### src/include/wtb_pkg.sv
// Constants shared by the watch timer and buzzer block.
// Assumes a single 100 MHz clock; oscillators arrive as sampled levels.
package wtb_pkg;
   // Register map: one printed offset, taken as a byte address
   localparam logic [11:0] WTB_WMC_OFFSET = 12'h0F88;
   // Own status, mask, level and clear registers
   localparam logic [11:0] WTB_STAT_OFFSET = 12'h0F90;
   localparam logic [11:0] WTB_MASK_OFFSET = 12'h0F94;
   localparam logic [11:0] WTB_LVL_OFFSET  = 12'h0F98;
   localparam logic [11:0] WTB_CLR_OFFSET  = 12'h0F9C;
   // Mode register fields
   localparam int WTB_CSEL_BIT = 0;
   localparam int WTB_SPD_BIT  = 1;
   localparam int WTB_EN_BIT   = 2;
   localparam int WTB_LVL_BIT  = 3;
   localparam int WTB_BZF_LO   = 4;
   localparam int WTB_BZEN_BIT = 7;
   localparam logic [7:0] WTB_WMC_WMASK = 8'h00B7;
   localparam logic [7:0] WTB_WMC_RESET = 8'h0000;
   // Divider chain taps from the watch clock
   localparam int WTB_DIV_W     = 14;
   localparam int WTB_TAP_SLOW  = 13;
   localparam int WTB_TAP_FAST  = 6;
   localparam int WTB_BUZ_TAP0  = 3;
   localparam int WTB_MAIN_DIV  = 128;
   localparam int WTB_MAIN_DW   = 7;
   // Status bits
   localparam int WTB_ST_WIRQ = 0;
   localparam int WTB_ST_WAKE = 1;
   localparam int WTB_ST_W    = 2;
endpackage

### src/verilog/wtb_divider.sv
// Frequency divider chain of the watch timer, stepped by watch clock ticks.
// Assumes tick_i is a one-cycle pulse per watch clock period.
`timescale 1ns/1ps
`default_nettype none
module wtb_divider
#(
   parameter int DIV_W = 14
)
(
   input  wire logic             clk_i,
   input  wire logic             rst_i,
   input  wire logic             ce_i,
   input  wire logic             clr_i,
   input  wire logic             tick_i,
   output logic      [DIV_W-1:0] cnt_o
);
   typedef struct packed
   {
      logic [DIV_W-1:0] cnt;
   } wtb_div_type;
   wtb_div_type st_r;
   wtb_div_type st_nxt;
   always_comb
   begin
      st_nxt = st_r;
      if (clr_i)
         st_nxt.cnt = '0;
      else if (tick_i)
         st_nxt.cnt = st_r.cnt + 1'b1;
   end
   always_ff @(posedge clk_i)
   begin
      if (rst_i)
         st_r <= '0;
      else if (ce_i)
         st_r <= st_nxt;
   end
   assign cnt_o = st_r.cnt;
endmodule // wtb_divider
`default_nettype wire

### src/verilog/wtb_sync.sv
// Two-flop synchroniser for levels from outside the clock domain.
// Assumes clk_i is the system clock.
`timescale 1ns/1ps
`default_nettype none
module wtb_sync
(
   input  wire logic clk_i,
   input  wire logic rst_i,
   input  wire logic ce_i,
   input  wire logic d_i,
   output logic      q_o
);
   typedef struct packed
   {
      logic s1;
      logic s2;
   } wtb_sync_type;
   wtb_sync_type st_r;
   wtb_sync_type st_nxt;
   always_comb
   begin
      st_nxt = st_r;
      if (ce_i)
      begin
         st_nxt.s1 = d_i;
         st_nxt.s2 = st_r.s1;
      end
   end
   always_ff @(posedge clk_i)
   begin
      if (rst_i)
         st_r <= '0;
      else
         st_r <= st_nxt;
   end
   assign q_o = st_r.s2;
endmodule // wtb_sync
`default_nettype wire

### src/verilog/wtb_top.sv
// Watch timer with buzzer output and LCD clock source selection.
// Assumes oscillator levels and port bits arrive asynchronously.
//
// Added by the designer: the plain strobed port.
`timescale 1ns/1ps
`default_nettype none
module wtb_top
(
   input  wire logic        clk_i,
   input  wire logic        rst_i,
   input  wire logic        ce_i,
   input  wire logic [11:0] addr_i,
   input  wire logic [7:0]  wdata_i,
   input  wire logic        wr_i,
   input  wire logic        rd_i,
   output logic      [7:0]  rdata_o,
   input  wire logic        main_osc_clock_i,
   input  wire logic        sub_osc_input_pin_i,
   input  wire logic        main_stop_i,
   input  wire logic        buzzer_latch_i,
   input  wire logic        buzzer_pin_direction_flag_i,
   output logic             buzzer_output_o,
   output logic             buzzer_oe_o,
   output logic             lcd_clock_o,
   output logic             watch_irq_flag_o,
   output logic             stop_release_o,
   output logic             irq_o
);
   localparam int DW = wtb_pkg::WTB_DIV_W;

   typedef struct packed
   {
      logic [7:0]               wmc;
      logic [6:0]               mdiv;
      logic                     main_d;
      logic                     sub_d;
      logic                     tick;
      logic                     first;
      logic                     wflag;
      logic [DW-1:0]            cnt_d;
      logic [wtb_pkg::WTB_ST_W-1:0] stat;
      logic [wtb_pkg::WTB_ST_W-1:0] mask;
      logic [7:0]               rdata;
      logic                     buzzer_output;
      logic                     boe;
      logic                     lcd;
   } wtb_top_type;

   wtb_top_type st_r;
   wtb_top_type st_nxt;

   logic          main_s;
   logic          sub_s;
   logic          lat_s;
   logic          dir_s;
   logic [DW-1:0] cnt;
   logic          div_clr;
   logic          tick_now;
   logic          main_edge;
   logic          sub_edge;
   logic          period_hit;
   logic          en;
   logic          wr_ev;
   logic          stat_rd;

   function automatic logic hit(input logic [11:0] a,
                                input logic [11:0] off);
      hit = (a == off);
   endfunction

   wtb_sync u_sync_main
   (
      .clk_i (clk_i),
      .rst_i (rst_i),
      .ce_i  (ce_i),
      .d_i   (main_osc_clock_i),
      .q_o   (main_s)
   );
   wtb_sync u_sync_sub
   (
      .clk_i (clk_i),
      .rst_i (rst_i),
      .ce_i  (ce_i),
      .d_i   (sub_osc_input_pin_i),
      .q_o   (sub_s)
   );
   wtb_sync u_sync_lat
   (
      .clk_i (clk_i),
      .rst_i (rst_i),
      .ce_i  (ce_i),
      .d_i   (buzzer_latch_i),
      .q_o   (lat_s)
   );
   wtb_sync u_sync_dir
   (
      .clk_i (clk_i),
      .rst_i (rst_i),
      .ce_i  (ce_i),
      .d_i   (buzzer_pin_direction_flag_i),
      .q_o   (dir_s)
   );

   wtb_divider #(.DIV_W(DW)) u_div
   (
      .clk_i  (clk_i),
      .rst_i  (rst_i),
      .ce_i   (ce_i),
      .clr_i  (div_clr),
      .tick_i (tick_now),
      .cnt_o  (cnt)
   );

   assign en        = st_r.wmc[wtb_pkg::WTB_EN_BIT];
   assign div_clr   = ~en;
   assign main_edge = main_s & ~st_r.main_d;
   assign sub_edge  = sub_s & ~st_r.sub_d;
   // Main clock stops in stop mode, so its path produces no ticks then
   assign tick_now  = st_r.wmc[wtb_pkg::WTB_CSEL_BIT] ? sub_edge
                    : (main_edge && st_r.mdiv == 7'(wtb_pkg::WTB_MAIN_DIV-1)
                       && !main_stop_i);
   // Period hit on the divider carry out of the selected tap
   assign period_hit = st_r.wmc[wtb_pkg::WTB_SPD_BIT]
      // Falling edge, so the first fast period after enable is a full one
      ? (~cnt[wtb_pkg::WTB_TAP_FAST] & st_r.cnt_d[wtb_pkg::WTB_TAP_FAST])
      : (~cnt[wtb_pkg::WTB_TAP_SLOW] & st_r.cnt_d[wtb_pkg::WTB_TAP_SLOW]);
   assign wr_ev   = wr_i & hit(addr_i, wtb_pkg::WTB_WMC_OFFSET);
   assign stat_rd = rd_i & hit(addr_i, wtb_pkg::WTB_STAT_OFFSET);

   always_comb
   begin
      st_nxt        = st_r;
      st_nxt.main_d = main_s;
      st_nxt.sub_d  = sub_s;
      st_nxt.cnt_d  = cnt;
      st_nxt.rdata  = 8'h0000;
      if (main_edge && !main_stop_i)
         st_nxt.mdiv = st_r.mdiv + 7'h0001;
      if (wr_ev)
         st_nxt.wmc = wdata_i & wtb_pkg::WTB_WMC_WMASK;
      // Start pulse on the enable rising edge
      st_nxt.first = wr_ev && !en && wdata_i[wtb_pkg::WTB_EN_BIT];
      if (wr_i && hit(addr_i, wtb_pkg::WTB_MASK_OFFSET))
         st_nxt.mask = wdata_i[wtb_pkg::WTB_ST_W-1:0];
      if (wr_i && hit(addr_i, wtb_pkg::WTB_CLR_OFFSET)
          && wdata_i[wtb_pkg::WTB_ST_WIRQ])
         st_nxt.wflag = 1'b0;
      if (stat_rd)
         st_nxt.stat = '0;
      // Set wins over clear for flag and status
      if (st_r.first || (en && period_hit))
      begin
         st_nxt.wflag = 1'b1;
         st_nxt.stat[wtb_pkg::WTB_ST_WIRQ] = 1'b1;
         if (main_stop_i)
            st_nxt.stat[wtb_pkg::WTB_ST_WAKE] = 1'b1;
      end
      if (rd_i)
      begin
         // Mode register itself is write only; bit 3 shows the pin
         if (hit(addr_i, wtb_pkg::WTB_WMC_OFFSET)
             || hit(addr_i, wtb_pkg::WTB_LVL_OFFSET))
            st_nxt.rdata[wtb_pkg::WTB_LVL_BIT] = sub_s;
         else if (hit(addr_i, wtb_pkg::WTB_STAT_OFFSET))
            st_nxt.rdata = {6'h00, st_r.stat};
         else if (hit(addr_i, wtb_pkg::WTB_MASK_OFFSET))
            st_nxt.rdata = {6'h00, st_r.mask};
         else if (hit(addr_i, wtb_pkg::WTB_CLR_OFFSET))
            st_nxt.rdata = {7'h00, st_r.wflag};
      end
      st_nxt.buzzer_output = cnt[wtb_pkg::WTB_BUZ_TAP0
                   - int'(st_r.wmc[wtb_pkg::WTB_BZF_LO +: 2])];
      st_nxt.boe = st_r.wmc[wtb_pkg::WTB_BZEN_BIT] & ~lat_s & dir_s;
      st_nxt.lcd = st_r.wmc[wtb_pkg::WTB_CSEL_BIT] ? sub_s
                   : st_r.mdiv[wtb_pkg::WTB_MAIN_DW-1];
   end

   always_ff @(posedge clk_i)
   begin
      if (rst_i)
      begin
         st_r     <= '0;
         st_r.wmc <= wtb_pkg::WTB_WMC_RESET;
      end
      else if (ce_i)
         st_r <= st_nxt;
   end

   assign rdata_o          = st_r.rdata;
   assign buzzer_output_o  = st_r.buzzer_output & st_r.boe;
   assign buzzer_oe_o      = st_r.boe;
   assign lcd_clock_o      = st_r.lcd;
   assign watch_irq_flag_o = st_r.wflag;
   assign stop_release_o   = st_r.wflag & main_stop_i;
   assign irq_o            = |(st_r.stat & st_r.mask);

   AST_FLAG_STICKY: assert property (@(posedge clk_i) disable iff (rst_i)
      st_r.wflag && !(wr_i && hit(addr_i, wtb_pkg::WTB_CLR_OFFSET))
      |=> st_r.wflag)
      else $error("Watch flag dropped without a clear");
   AST_START_SET: assert property (@(posedge clk_i) disable iff (rst_i)
      ce_i && wr_ev && !en && wdata_i[wtb_pkg::WTB_EN_BIT] ##1 ce_i
      |=> st_r.wflag)
      else $error("Enable did not set the watch flag");
   AST_DIS_CLR: assert property (@(posedge clk_i) disable iff (rst_i)
      ce_i && !en |=> cnt == '0)
      else $error("Divider not cleared while disabled");
   AST_BUZ_GATE: assert property (@(posedge clk_i) disable iff (rst_i)
      buzzer_output_o |-> st_r.wmc[wtb_pkg::WTB_BZEN_BIT])
      else $error("Buzzer active while disabled");
   AST_RD_LVL: assert property (@(posedge clk_i) disable iff (rst_i)
      ce_i && rd_i && hit(addr_i, wtb_pkg::WTB_WMC_OFFSET)
      |=> rdata_o == {4'h0, $past(sub_s), 3'h0})
      else $error("Mode read must show only the level bit");
   AST_WR_ONLY: assert property (@(posedge clk_i) disable iff (rst_i)
      ce_i && wr_ev |=> st_r.wmc == ($past(wdata_i) & wtb_pkg::WTB_WMC_WMASK))
      else $error("Mode write not stored whole");
   AST_LCD_SEL: assert property (@(posedge clk_i) disable iff (rst_i)
      ce_i && st_r.wmc[wtb_pkg::WTB_CSEL_BIT] && $stable(st_r.wmc)
      |=> lcd_clock_o == $past(sub_s))
      else $error("LCD clock not from subsystem clock");
   AST_STOP_REL: assert property (@(posedge clk_i) disable iff (rst_i)
      main_stop_i && watch_irq_flag_o |-> stop_release_o)
      else $error("Stop not released by watch flag");
endmodule // wtb_top
`default_nettype wire
### config.mk
export PLATFORM = sky130hd
export DESIGN_NAME = wtb_top
export DESIGN_NICKNAME = d
export VERILOG_FILES = /design/src/include/wtb_pkg.sv /design/src/verilog/wtb_divider.sv /design/src/verilog/wtb_sync.sv /design/src/verilog/wtb_top.sv
export SDC_FILE = /design/constraint.sdc
export NUM_CORES = 1
export LEC_CHECK = 0
export BUFFER_PORTS_ARGS = -buffer_cell sky130_fd_sc_hd__buf_2
export CAP_MARGIN = 10
export CORE_ASPECT_RATIO = 0.7
export CORE_MARGIN = 3
export CORE_UTILIZATION = 45
export CTS_CLUSTER_SIZE = 28
export DETAILED_ROUTE_END_ITERATION = 6
export PLACE_DENSITY = 0.75
export SYNTH_ARGS = -nofsm -noshare
export SYNTH_HDL_FRONTEND = slang
export SYNTH_SLANG_ARGS = --single-unit
### constraint.sdc
create_clock -name clk_i -period 3.8 [get_ports clk_i]
set_input_delay 0.76 -clock clk_i [delete_from_list [all_inputs] [get_ports clk_i]]
set_output_delay 0.76 -clock clk_i [all_outputs]
set_load 0.05 [all_outputs]
==> metrics.yaml, run 1 <==
placement:
  portBuffers: 36
  gp_congestion: 0.792
  post-place-ws_ns: 1.43
  postPlaceCellArea_mm2: 0.00275
  place_hpwl_um: 3930
logic_synthesis:
  synth_top_area_share_pct: 39.7
  synth_area_per_cell_um2: 9.13
  ys_types: 49
  ys_async_sr_fraction_pct: 0
  synth_edf_count: 0
  yosysWarnings: 0
  ys_ff_latch: 51
  synth_sequential_area_ratio_pct: 39.7
  synth_top_area_cell: "dfxtp_1"
  synthCells: 282
  syn_area_mm2: 0.00257
  synth_area_leaders: "dfxtp_1, mux2i_1, a21oi_1"
  synth_ff_type: "dfxtp_1"
routing:
  drtIter0Drc: 110
  num_vias: 2075
  drc: 0
  ant_nets: 0
  wirelength_um: 5240
  firstDrtPassIters: 4
  wl_per_cell_um: 13.7
  viasPerCell: 5.43
critical_path:
  cp.arrival_ns: 2.34
  start_kind: "input pin"
  cp_slowest_stage_delay_ns: 0.48
  critical_path_required_ns: 4.04
  cp_num_buf_inv: 2
  cp-end-kind: "flop"
  slowest_stage: "a2111oi_4"
  crit_path_max_fanout: 19
  r2r_cells: 5
  cp_num_cells: 5
  crit_chain: "buf_2, buf_4, nand4_1, a2111oi_4, mux2i_1"
  path_delay_family: "buffers and inverters"
  path_class: "in2reg"
global_route:
  grt_max_degree: 40
  grt_antenna_before_repair: 0
  grt_pass1_wl_um: 8820
  grt_overflow: 0
  grtUsageTotal_pct: 16.8
  grt_pass1_vias: 1854
clocking:
  cts_made_buffers: 5
  postCtsResizedCells: 0
  clk_latency_ns: 0.30
  hold_buffers: 0
  post_cts_buffers: 0
  htreeDepth: 2
  clock_path_buffers: 2
  clockRootBuffer: "clkbuf_8"
  numClockSinks: 51
  path_clk_slew_ns: 0.09
  cts_tree: "yes"
sta:
  rsz0062_at_grt: "false"
  fin_worst_skew_ns: 0.00741
  final-hold-violation-count: 0
  finalCritPeriodShare_pct: 55.2
  tightest_slew_ns: 0.680
  period_needed_ns: 2.10
  setup_violations: 0
  slew_viol_final: 0
  final.setup.worst_slack_ns: 1.70
  setup_tns_ns: 0
  fmax_ghz: 0.477
  slew_headroom_pct: 54.7
finish:
  final_area_mm2: 0.00284
  diodes: 0
  drive_above_1_share_pct: 18.1
  top_register: "st_r"
  nets: 341
  syn2layout_area_growth_pct: 10.5
  fill_cells: 510
  largest_reg_flops: 22
run_status:
  status: "finished, final reports clean"
floorplan:
  die_area_mm2: 0.00668
  rows: 22
  core_area_mm2: 0.00540
  fp.dieW_um: 96.4
  initial_utilization_pct: 47.7
  ios: 44
  die_h_um: 69.3
power_and_ir_drop:
  ir_drop_mv: 0.250
  total_power_mw: 0.944
  power.density_mw_per_mm2: 332
  leakagePower_nw: 1.11
flow_run:
  cap_violations: 0
worst_hold_path:
  holdPathStages: 2
  min_path_type: "reg2reg"
-- final cells by class --
cell class | count | area [um2] | area share (%)
Inverter | 6 | 22.5 | 0.792
Multi-Input combinational cell | 207 | 1420 | 49.8
Timing Repair Buffer | 38 | 195 | 6.86
Sequential cell | 51 | 1020 | 35.9
Tap cell | 72 | 90.1 | 3.17
Clock inverter | 2 | 16.3 | 0.572
Clock buffer | 6 | 82.6 | 2.90
-- Yosys cell counts (all sizes together), types with 2 or more instances --
master / count
nand3: 17
a21oi: 18
buf: 17
inv: 6
and4: 2
mux2i: 29
and3: 4
a21boi: 2
clkbuf: 5
o21ai: 10
a211oi: 4
nand2b: 13
nand2: 23
dfxtp: 51
nand4b: 3
nor2b: 2
o211ai: 3
and3b: 2
xor2: 5
a22o: 3
and4b: 3
nor3: 3
nand4: 9
nor3b: 2
ha: 2
nor2: 23
nor4b: 2
and2: 6
-- final timing paths --
| check | start | endpoint | slack, ns |
|---|---|---|---|
| worst max-delay path | ce_i | u_div.cnt_o[13] | 1.70 |
| worst min-delay path | u_div.cnt_o[11] | u_div.cnt_o[11] | 0.47 |
| worst max register to register | st_r[34] | u_div.cnt_o[13] | 2.02 |
| worst min register to register | u_div.cnt_o[11] | u_div.cnt_o[11] | 0.47 |
-- worst reg2reg max path, stage by stage, from the launching register on --
cell	delay, ns
dfxtp_1	0.37
ha_1	0.23
and4b_2	0.32
nand3_4	0.13
a2111oi_4	0.46
mux2i_1	0.22
-- logic make-up (layout without fill, tap and decap cells) --
kind of cell,count (synthesis),count (layout),synth area share (%)
simple gates,116,116,26.5
flops,51,51,39.7
compound gates,47,47,12.2
mux,31,31,12.6
buf+inv,28,52,5.88
xor+xnor,6,6,2.04
fa+ha+maj,2,2,0.972
other cells,1,5,0.146
-- placed cells by master, fill, tap and decap left out, drive strengths merged, types with 9 or more instances in the layout --
cell type / netlist / final
buf: 17 / 38
dfxtp: 51 / 51
o21ai: 10 / 10
nand2b: 13 / 13
nand4: 9 / 9
nor2: 23 / 23
mux2i: 29 / 29
nand2: 23 / 23
a21oi: 18 / 18
nand3: 17 / 17
-- layer usage --
layer  global-route usage [%]  share of wire, %
met2                     23.5                43
met1                     25.2                49
met5                        0                 0
met4                     6.07               1.5
met3                     3.36               6.2
-- power by group --
| part | internal [mW] | switching, mW |
|---|---|---|
| clock | 0.149 | 0.176 |
| combinational | 0.0263 | 0.0490 |
| sequential | 0.539 | 0.00388 |
-- stage by stage --
step | cells | util, % | hold slack (ns)
2_1_floorplan | 286 | - | 0.435
3_3_place_gp | 374 | 50.9 | 0.447
3_5_place_dp | 374 | 50.9 | 0.456
4_1_cts | 382 | 52.7 | 0.470
5_1_grt | 382 | 52.7 | 0.491
6_report | 382 | 52.7 | 0.468
Power figures use the tool's default switching activity.
==> run 2, diff against run 1 <==
--- a/config.mk
+++ b/config.mk
@@ -5,6 +5,7 @@
 export SDC_FILE = /design/constraint.sdc
 export NUM_CORES = 1
 export LEC_CHECK = 0
+export ABC_AREA = 1
 export BUFFER_PORTS_ARGS = -buffer_cell sky130_fd_sc_hd__buf_2
 export CAP_MARGIN = 10
 export CORE_ASPECT_RATIO = 0.7
==> constraint.sdc (replaced) <==
create_clock -name clk_i -period 2 [get_ports clk_i]
set_input_delay 0.4 -clock clk_i [delete_from_list [all_inputs] [get_ports clk_i]]
set_output_delay 0.4 -clock clk_i [all_outputs]
set_load 0.05 [all_outputs]
==> run 2 against run 1 <==
  * Global-route usage is 1.6 points higher
  * Wire length grew 15%
  * Critical path depth increased by 3
  * Clock skew decreased by 0.0039 ns
  * Die area up 2.4%
  * Sequential power is 92% higher
  * First-iteration DRC count up 44%
  * Clock power is 83% higher
  * Register-to-register slack worse by 1.6 ns
  * Flip-flop and latch count is the same
  * Critical endpoint is now u_div.cnt_o[8]
  * Largest power group unchanged
==> metrics.yaml, run 2 <==
logic_synthesis:
  synth_compound_area_share_pct: 13.6
  synth_top_area_cell: "dfxtp_1"
  syn_area_mm2: 0.00264
  ys_ff_latch: 51
  synth_edf_count: 0
  yosysWarnings: 0
  synthCells: 389
  synth_xor_area_share_pct: 1.66
  synth_top_area_share_pct: 38.7
  synth-simple-area-share_pct: 32.7
  synth_ff_type: "dfxtp_1"
  synth_fa_ha_area_share_pct: 0.947
  synth_commonest_cells: "nand2_1, nor2_1, dfxtp_1"
  synth_top_family_by_area: "simple AND/OR/NAND/NOR gates"
  ys_types: 32
  ys_async_sr_fraction_pct: 0
  synth_area_leaders: "dfxtp_1, nand2_1, nor2_1"
  synth_area_per_cell_um2: 6.79
  synthMuxAreaShare_pct: 0
  synth_sequential_area_ratio_pct: 38.7
routing:
  m1WireLength_um: 2900
  num_vias: 2496
  ant_nets: 0
  wirelength_um: 6020
  viasPerCell: 5.03
  drtIter0Drc: 158
  wl_met2_um: 2700
  wl_met3_um: 367
  top_layer_used: "met4"
  wl_per_cell_um: 12.1
  firstDrtPassIters: 4
  drc: 0
power_and_ir_drop:
  leakagePower_nw: 1.23
  power.density_mw_per_mm2: 621
  ir_drop_mv: 0.362
critical_path:
  slowest_stage: "dfxtp_1"
  cp.arrival_ns: 1.80
  path_class: "reg2reg"
  cp_slowest_stage_delay_ns: 0.41
  cp_num_buf_inv: 0
  critical_path_required_ns: 2.24
  start_kind: "flop"
  cp_num_cells: 8
  r2r_cells: 8
  crit_path_max_fanout: 5
  path_delay_family: "simple AND/OR/NAND/NOR gates"
  crit_path_frequent_cell: "nand2_1"
  cp-end-kind: "flop"
  crit_chain: "ha_1, nand2_1, nor2_2, nand2_1, xor2_1, nor2_1, nand2_1, a21oi_1"
clocking:
  hold_buffers: 0
  postCtsResizedCells: 0
  clockRootBuffer: "clkbuf_8"
  numClockSinks: 51
  cts_made_buffers: 5
  path_clk_slew_ns: 0.09
  cts_tree: "yes"
  htreeDepth: 2
  post_cts_buffers: 0
  clk_latency_ns: 0.30
  clock_path_buffers: 2
finish:
  fill_cells: 553
  drive_above_1_share_pct: 15.1
  syn2layout_area_growth_pct: 10.2
  largest_reg_flops: 22
  final_area_mm2: 0.00291
  final_cell_mix: "nand2_1, nor2_1, dfxtp_1"
  nets: 455
  top_register: "st_r"
  diodes: 0
  final_cells: 496
global_route:
  grt_pass1_wl_um: 10300
  grt_pass1_vias: 2245
  grt_antenna_before_repair: 0
  grt_max_degree: 25
  grtUsageTotal_pct: 18.4
  grt_overflow: 0
worst_hold_path:
  holdPathStages: 3
  min_path_type: "in2reg"
sta:
  hold_slack_ns: 0.315
  final.setup.worst_slack_ns: 0.440
  fin_worst_skew_ns: 0.00352
  final-hold-violation-count: 0
  fmax_ghz: 0.641
  setup_tns_ns: 0
  period_needed_ns: 1.56
  finalCritPeriodShare_pct: 78.0
  slew_viol_final: 0
  rsz0062_at_grt: "false"
  setup_violations: 0
floorplan:
  die_area_mm2: 0.00684
  fp.dieW_um: 97.6
  initial_utilization_pct: 48.5
  rows: 22
  die_h_um: 70.1
  ios: 44
  core_area_mm2: 0.00545
placement:
  place_hpwl_um: 4590
  post-place-ws_ns: 0.481
  portBuffers: 36
  gp_congestion: 0.860
  dpl.cell_count: 488
  postPlaceCellArea_mm2: 0.00282
run_status:
  status: "finished, final reports clean"
flow_run:
  cap_violations: 0
## run 2: cell types whose count changed after synthesis, sizes merged, moves of 14 or more
cell / before / now
a21oi: 18 / 32
inv: 6 / 45
mux2i: 29 / 0
nand2: 23 / 77
nor2: 23 / 77
o21ai: 10 / 30
## run 2: power breakdown
part,switching [mW],total [mW],internal [mW]
clock,0.343,0.595,0.252
sequential,0.0111,1.04,1.03
combinational,0.117,0.169,0.0517
total,0.471,1.81,1.34
## run 2: final timing paths
kind / from / to / slack (ns)
setup / recovery: u_div.cnt_o[0] / u_div.cnt_o[8] / 0.44
hold reg to reg: rdata_o[3] / rdata_o[3] / 0.47
setup reg to reg: u_div.cnt_o[0] / u_div.cnt_o[8] / 0.44
hold / removal: buzzer_pin_direction_flag_i / u_sync_dir.st_r[1] / 0.32
## run 2: area by class of cell
| class | instances | area [um2] | area share [%] |
|---|---|---|---|
| multi-input combinational | 277 | 1310 | 45.0 |
| sequential | 51 | 1020 | 35.1 |
| timing repair buffer | 43 | 233 | 7.99 |
| inverter | 45 | 169 | 5.80 |
| tap | 72 | 90.1 | 3.09 |
| clock buffer | 6 | 72.6 | 2.49 |
| clock inverter | 2 | 16.3 | 0.559 |
## run 2: cell families after synthesis
kind of cell,after synthesis
AO/OA/AOI/OAI,68
adder cells (fa/ha/maj),2
buffers and inverters,65
XOR/XNOR,5
AND/OR/NAND/NOR,197
other,1
flip-flops,51
## run 2: through the flow
step | utilization (%) | power [mW]
after detailed placement | 51.8 | 1.24
after global routing | 53.4 | 1.90
after global placement | 51.8 | 1.23
final | 53.4 | 1.81
after CTS | 53.4 | 1.83
after floorplan | - | 1.19
## run 2: metal layers
layer  up-vias  track usage, %
met1      1134            25.8
met5         -               0
li1       1303               -
met2        54            29.0
met4         0            3.69
met3         5            4.19
## run 2: worst reg2reg max path, delay by kind of cell (launching register included)
family	cells	cell delay (ns)
AO/OA/AOI/OAI	1	0.11
adder cells (fa/ha/maj)	1	0.26
XOR/XNOR	1	0.15
AND/OR/NAND/NOR	5	0.56
flip-flops	1	0.41
==> run 3, diff against run 2 <==
--- a/config.mk
+++ b/config.mk
@@ -13,7 +13,7 @@
 export CORE_UTILIZATION = 45
 export CTS_CLUSTER_SIZE = 28
 export DETAILED_ROUTE_END_ITERATION = 6
-export PLACE_DENSITY = 0.75
+export PLACE_DENSITY = 0.78
 export SYNTH_ARGS = -nofsm -noshare
 export SYNTH_HDL_FRONTEND = slang
 export SYNTH_SLANG_ARGS = --single-unit
==> constraint.sdc (replaced) <==
create_clock -name clk_i -period 1.3 [get_ports clk_i]
set_input_delay 0.26 -clock clk_i [delete_from_list [all_inputs] [get_ports clk_i]]
set_output_delay 0.26 -clock clk_i [all_outputs]
set_load 0.05 [all_outputs]
==> run 3 against run 2 <==
  * The flow now finishes with violations (setup timing)
  * Critical path depth increased by 1
  * Setup slack got worse by 0.51 ns
  * Utilization increased by 6.5 points
  * Fmax increased by 14%
  * Sequential share of layout area decreased by 3.3 points
  * Flip-flop and latch count unchanged
  * Clock power increased by 67%
  * Power increased by 60%
  * Critical endpoint is now u_div.cnt_o[13]
  * Highest routed layer unchanged
==> metrics.yaml, run 3 (same netlist as run 2, synthesis figures left out) <==
run_status:
  status: "finished with violations"
  violations: "setup timing"
clocking:
  clockRootBuffer: "clkbuf_8"
  clk_latency_ns: 0.31
  cts_tree: "yes"
  cts_made_buffers: 5
  htreeDepth: 2
  hold_buffers: 0
  path_clk_slew_ns: 0.10
  clock_path_buffers: 2
  numClockSinks: 51
worst_hold_path:
  min_path_type: "in2reg"
floorplan:
  core_area_mm2: 0.00545
  die_h_um: 70.1
  die_area_mm2: 0.00684
  rows: 22
  initial_utilization_pct: 48.5
  ios: 44
  fp.dieW_um: 97.6
critical_path:
  cp_slowest_stage_delay_ns: 0.36
  cp-end-kind: "flop"
  crit_chain: "ha_4, nand3_4, nor2_4, nand2_2, a21oi_2, buf_12, nor2_1, nor2_1, nor2_1"
  critical_path_required_ns: 1.50
  path_delay_family: "simple AND/OR/NAND/NOR gates"
  crit_path_max_fanout: 11
  path_class: "reg2reg"
  cp.arrival_ns: 1.57
  start_kind: "flop"
  cp_num_buf_inv: 1
  slowest_stage: "dfxtp_2"
  crit_path_frequent_cell: "nor2_1"
finish:
  final_cell_mix: "nand2_1, nor2_1, inv_1"
  diodes: 0
  largest_reg_flops: 22
  nets: 484
  drive_above_1_share_pct: 25.4
  top_register: "st_r"
  final_core_util_pct: 59.9
  final_area_mm2: 0.00327
  layout_commonest_cell: "nand2_1"
  syn2layout_area_growth_pct: 23.6
sta:
  fin_worst_skew_ns: 0.00975
  fmax_ghz: 0.729
  rsz0062_at_grt: "true"
  final.setup.worst_slack_ns: -0.0718
  final-hold-violation-count: 0
  finalCritPeriodShare_pct: 106
  period_needed_ns: 1.37
  slew_viol_final: 0
  setup_violations: 10
flow_run:
  cap_violations: 0
routing:
  drtIter0Drc: 145
  num_vias: 2646
  wirelength_um: 6570
  wl_per_cell_um: 12.5
  viasPerCell: 5.04
  firstDrtPassIters: 6
  ant_nets: 0
  drc: 0
global_route:
  grt_overflow: 0
  grt_antenna_before_repair: 0
  grtUsageTotal_pct: 19.8
  grt_max_degree: 25
  grt_pass1_vias: 2512
  grt_pass1_wl_um: 11200
placement:
  place_hpwl_um: 4960
  gp_congestion: 0.895
  portBuffers: 36
  post-place-ws_ns: -0.0977
  postPlaceCellArea_mm2: 0.00306
power_and_ir_drop:
  power.density_mw_per_mm2: 888
  ir_drop_mv: 0.574
  total_power_mw: 2.90
  leakagePower_nw: 1.40
## run 3: power by group
part | internal, mW | switching [mW] | leakage [nW]
clock | 0.436 | 0.557 | 0.0474
sequential | 1.59 | 0.0158 | 0.420
combinational | 0.109 | 0.194 | 0.929
total | 2.13 | 0.766 | 1.40
## run 3: metal layers
layer	routed length (um)	vias to the layer above	part of all wire (%)	global-route usage, %
met5	0	-	0	0
met4	79	0	1.2	5.99
met3	416	8	6.3	4.49
met2	2910	79	44	31.4
met1	3160	1201	48	26.8
li1	-	1358	-	-
## run 3: worst reg2reg max path: cells and delay by family, from the launching register on
kind | cells | cell delay, ns
DFF | 1 | 0.36
adders and majority gates | 1 | 0.15
buffers and inverters | 1 | 0.15
AOI/OAI and AO/OA | 1 | 0.17
and+or+nand+nor | 6 | 0.43
## run 3: area by class of cell
class,instances,area [um2]
clock buffers,6,82.6
clock inverters,2,16.3
multi-input cells,277,1400
fillers,501,2180
flip-flops and latches,51,1040
well taps,72,90.1
inverters,45,169
repair buffers,72,474
## run 3: repair_timing
item / 4_1_cts / 5_1_grt
resized for setup: 11 / 19
buffers inserted: 0 / 2
pin swaps: 2 / 4
setup endpoints to repair: 14 / 19
## run 3: metrics by stage
step | instances | hold slack [ns] | setup TNS (ns)
6_report | 525 | 0.161 | -0.341
5_1_grt | 525 | 0.165 | -1.99
4_1_cts | 523 | 0.160 | -0.474
3_5_place_dp | 515 | 0.454 | -0.704
3_3_place_gp | 515 | 0.448 | -0.221
2_1_floorplan | 393 | 0.395 | 0
## run 3: worst paths after layout
kind	start	to	slack (ns)	depth (start not counted)
max	st_r[35]	u_div.cnt_o[13]	-0.07	9
max reg2reg	st_r[35]	u_div.cnt_o[13]	-0.07	9
min reg2reg	st_r[40]	st_r[40]	0.47	2
min	main_osc_clock_i	u_sync_main.st_r[1]	0.16	3
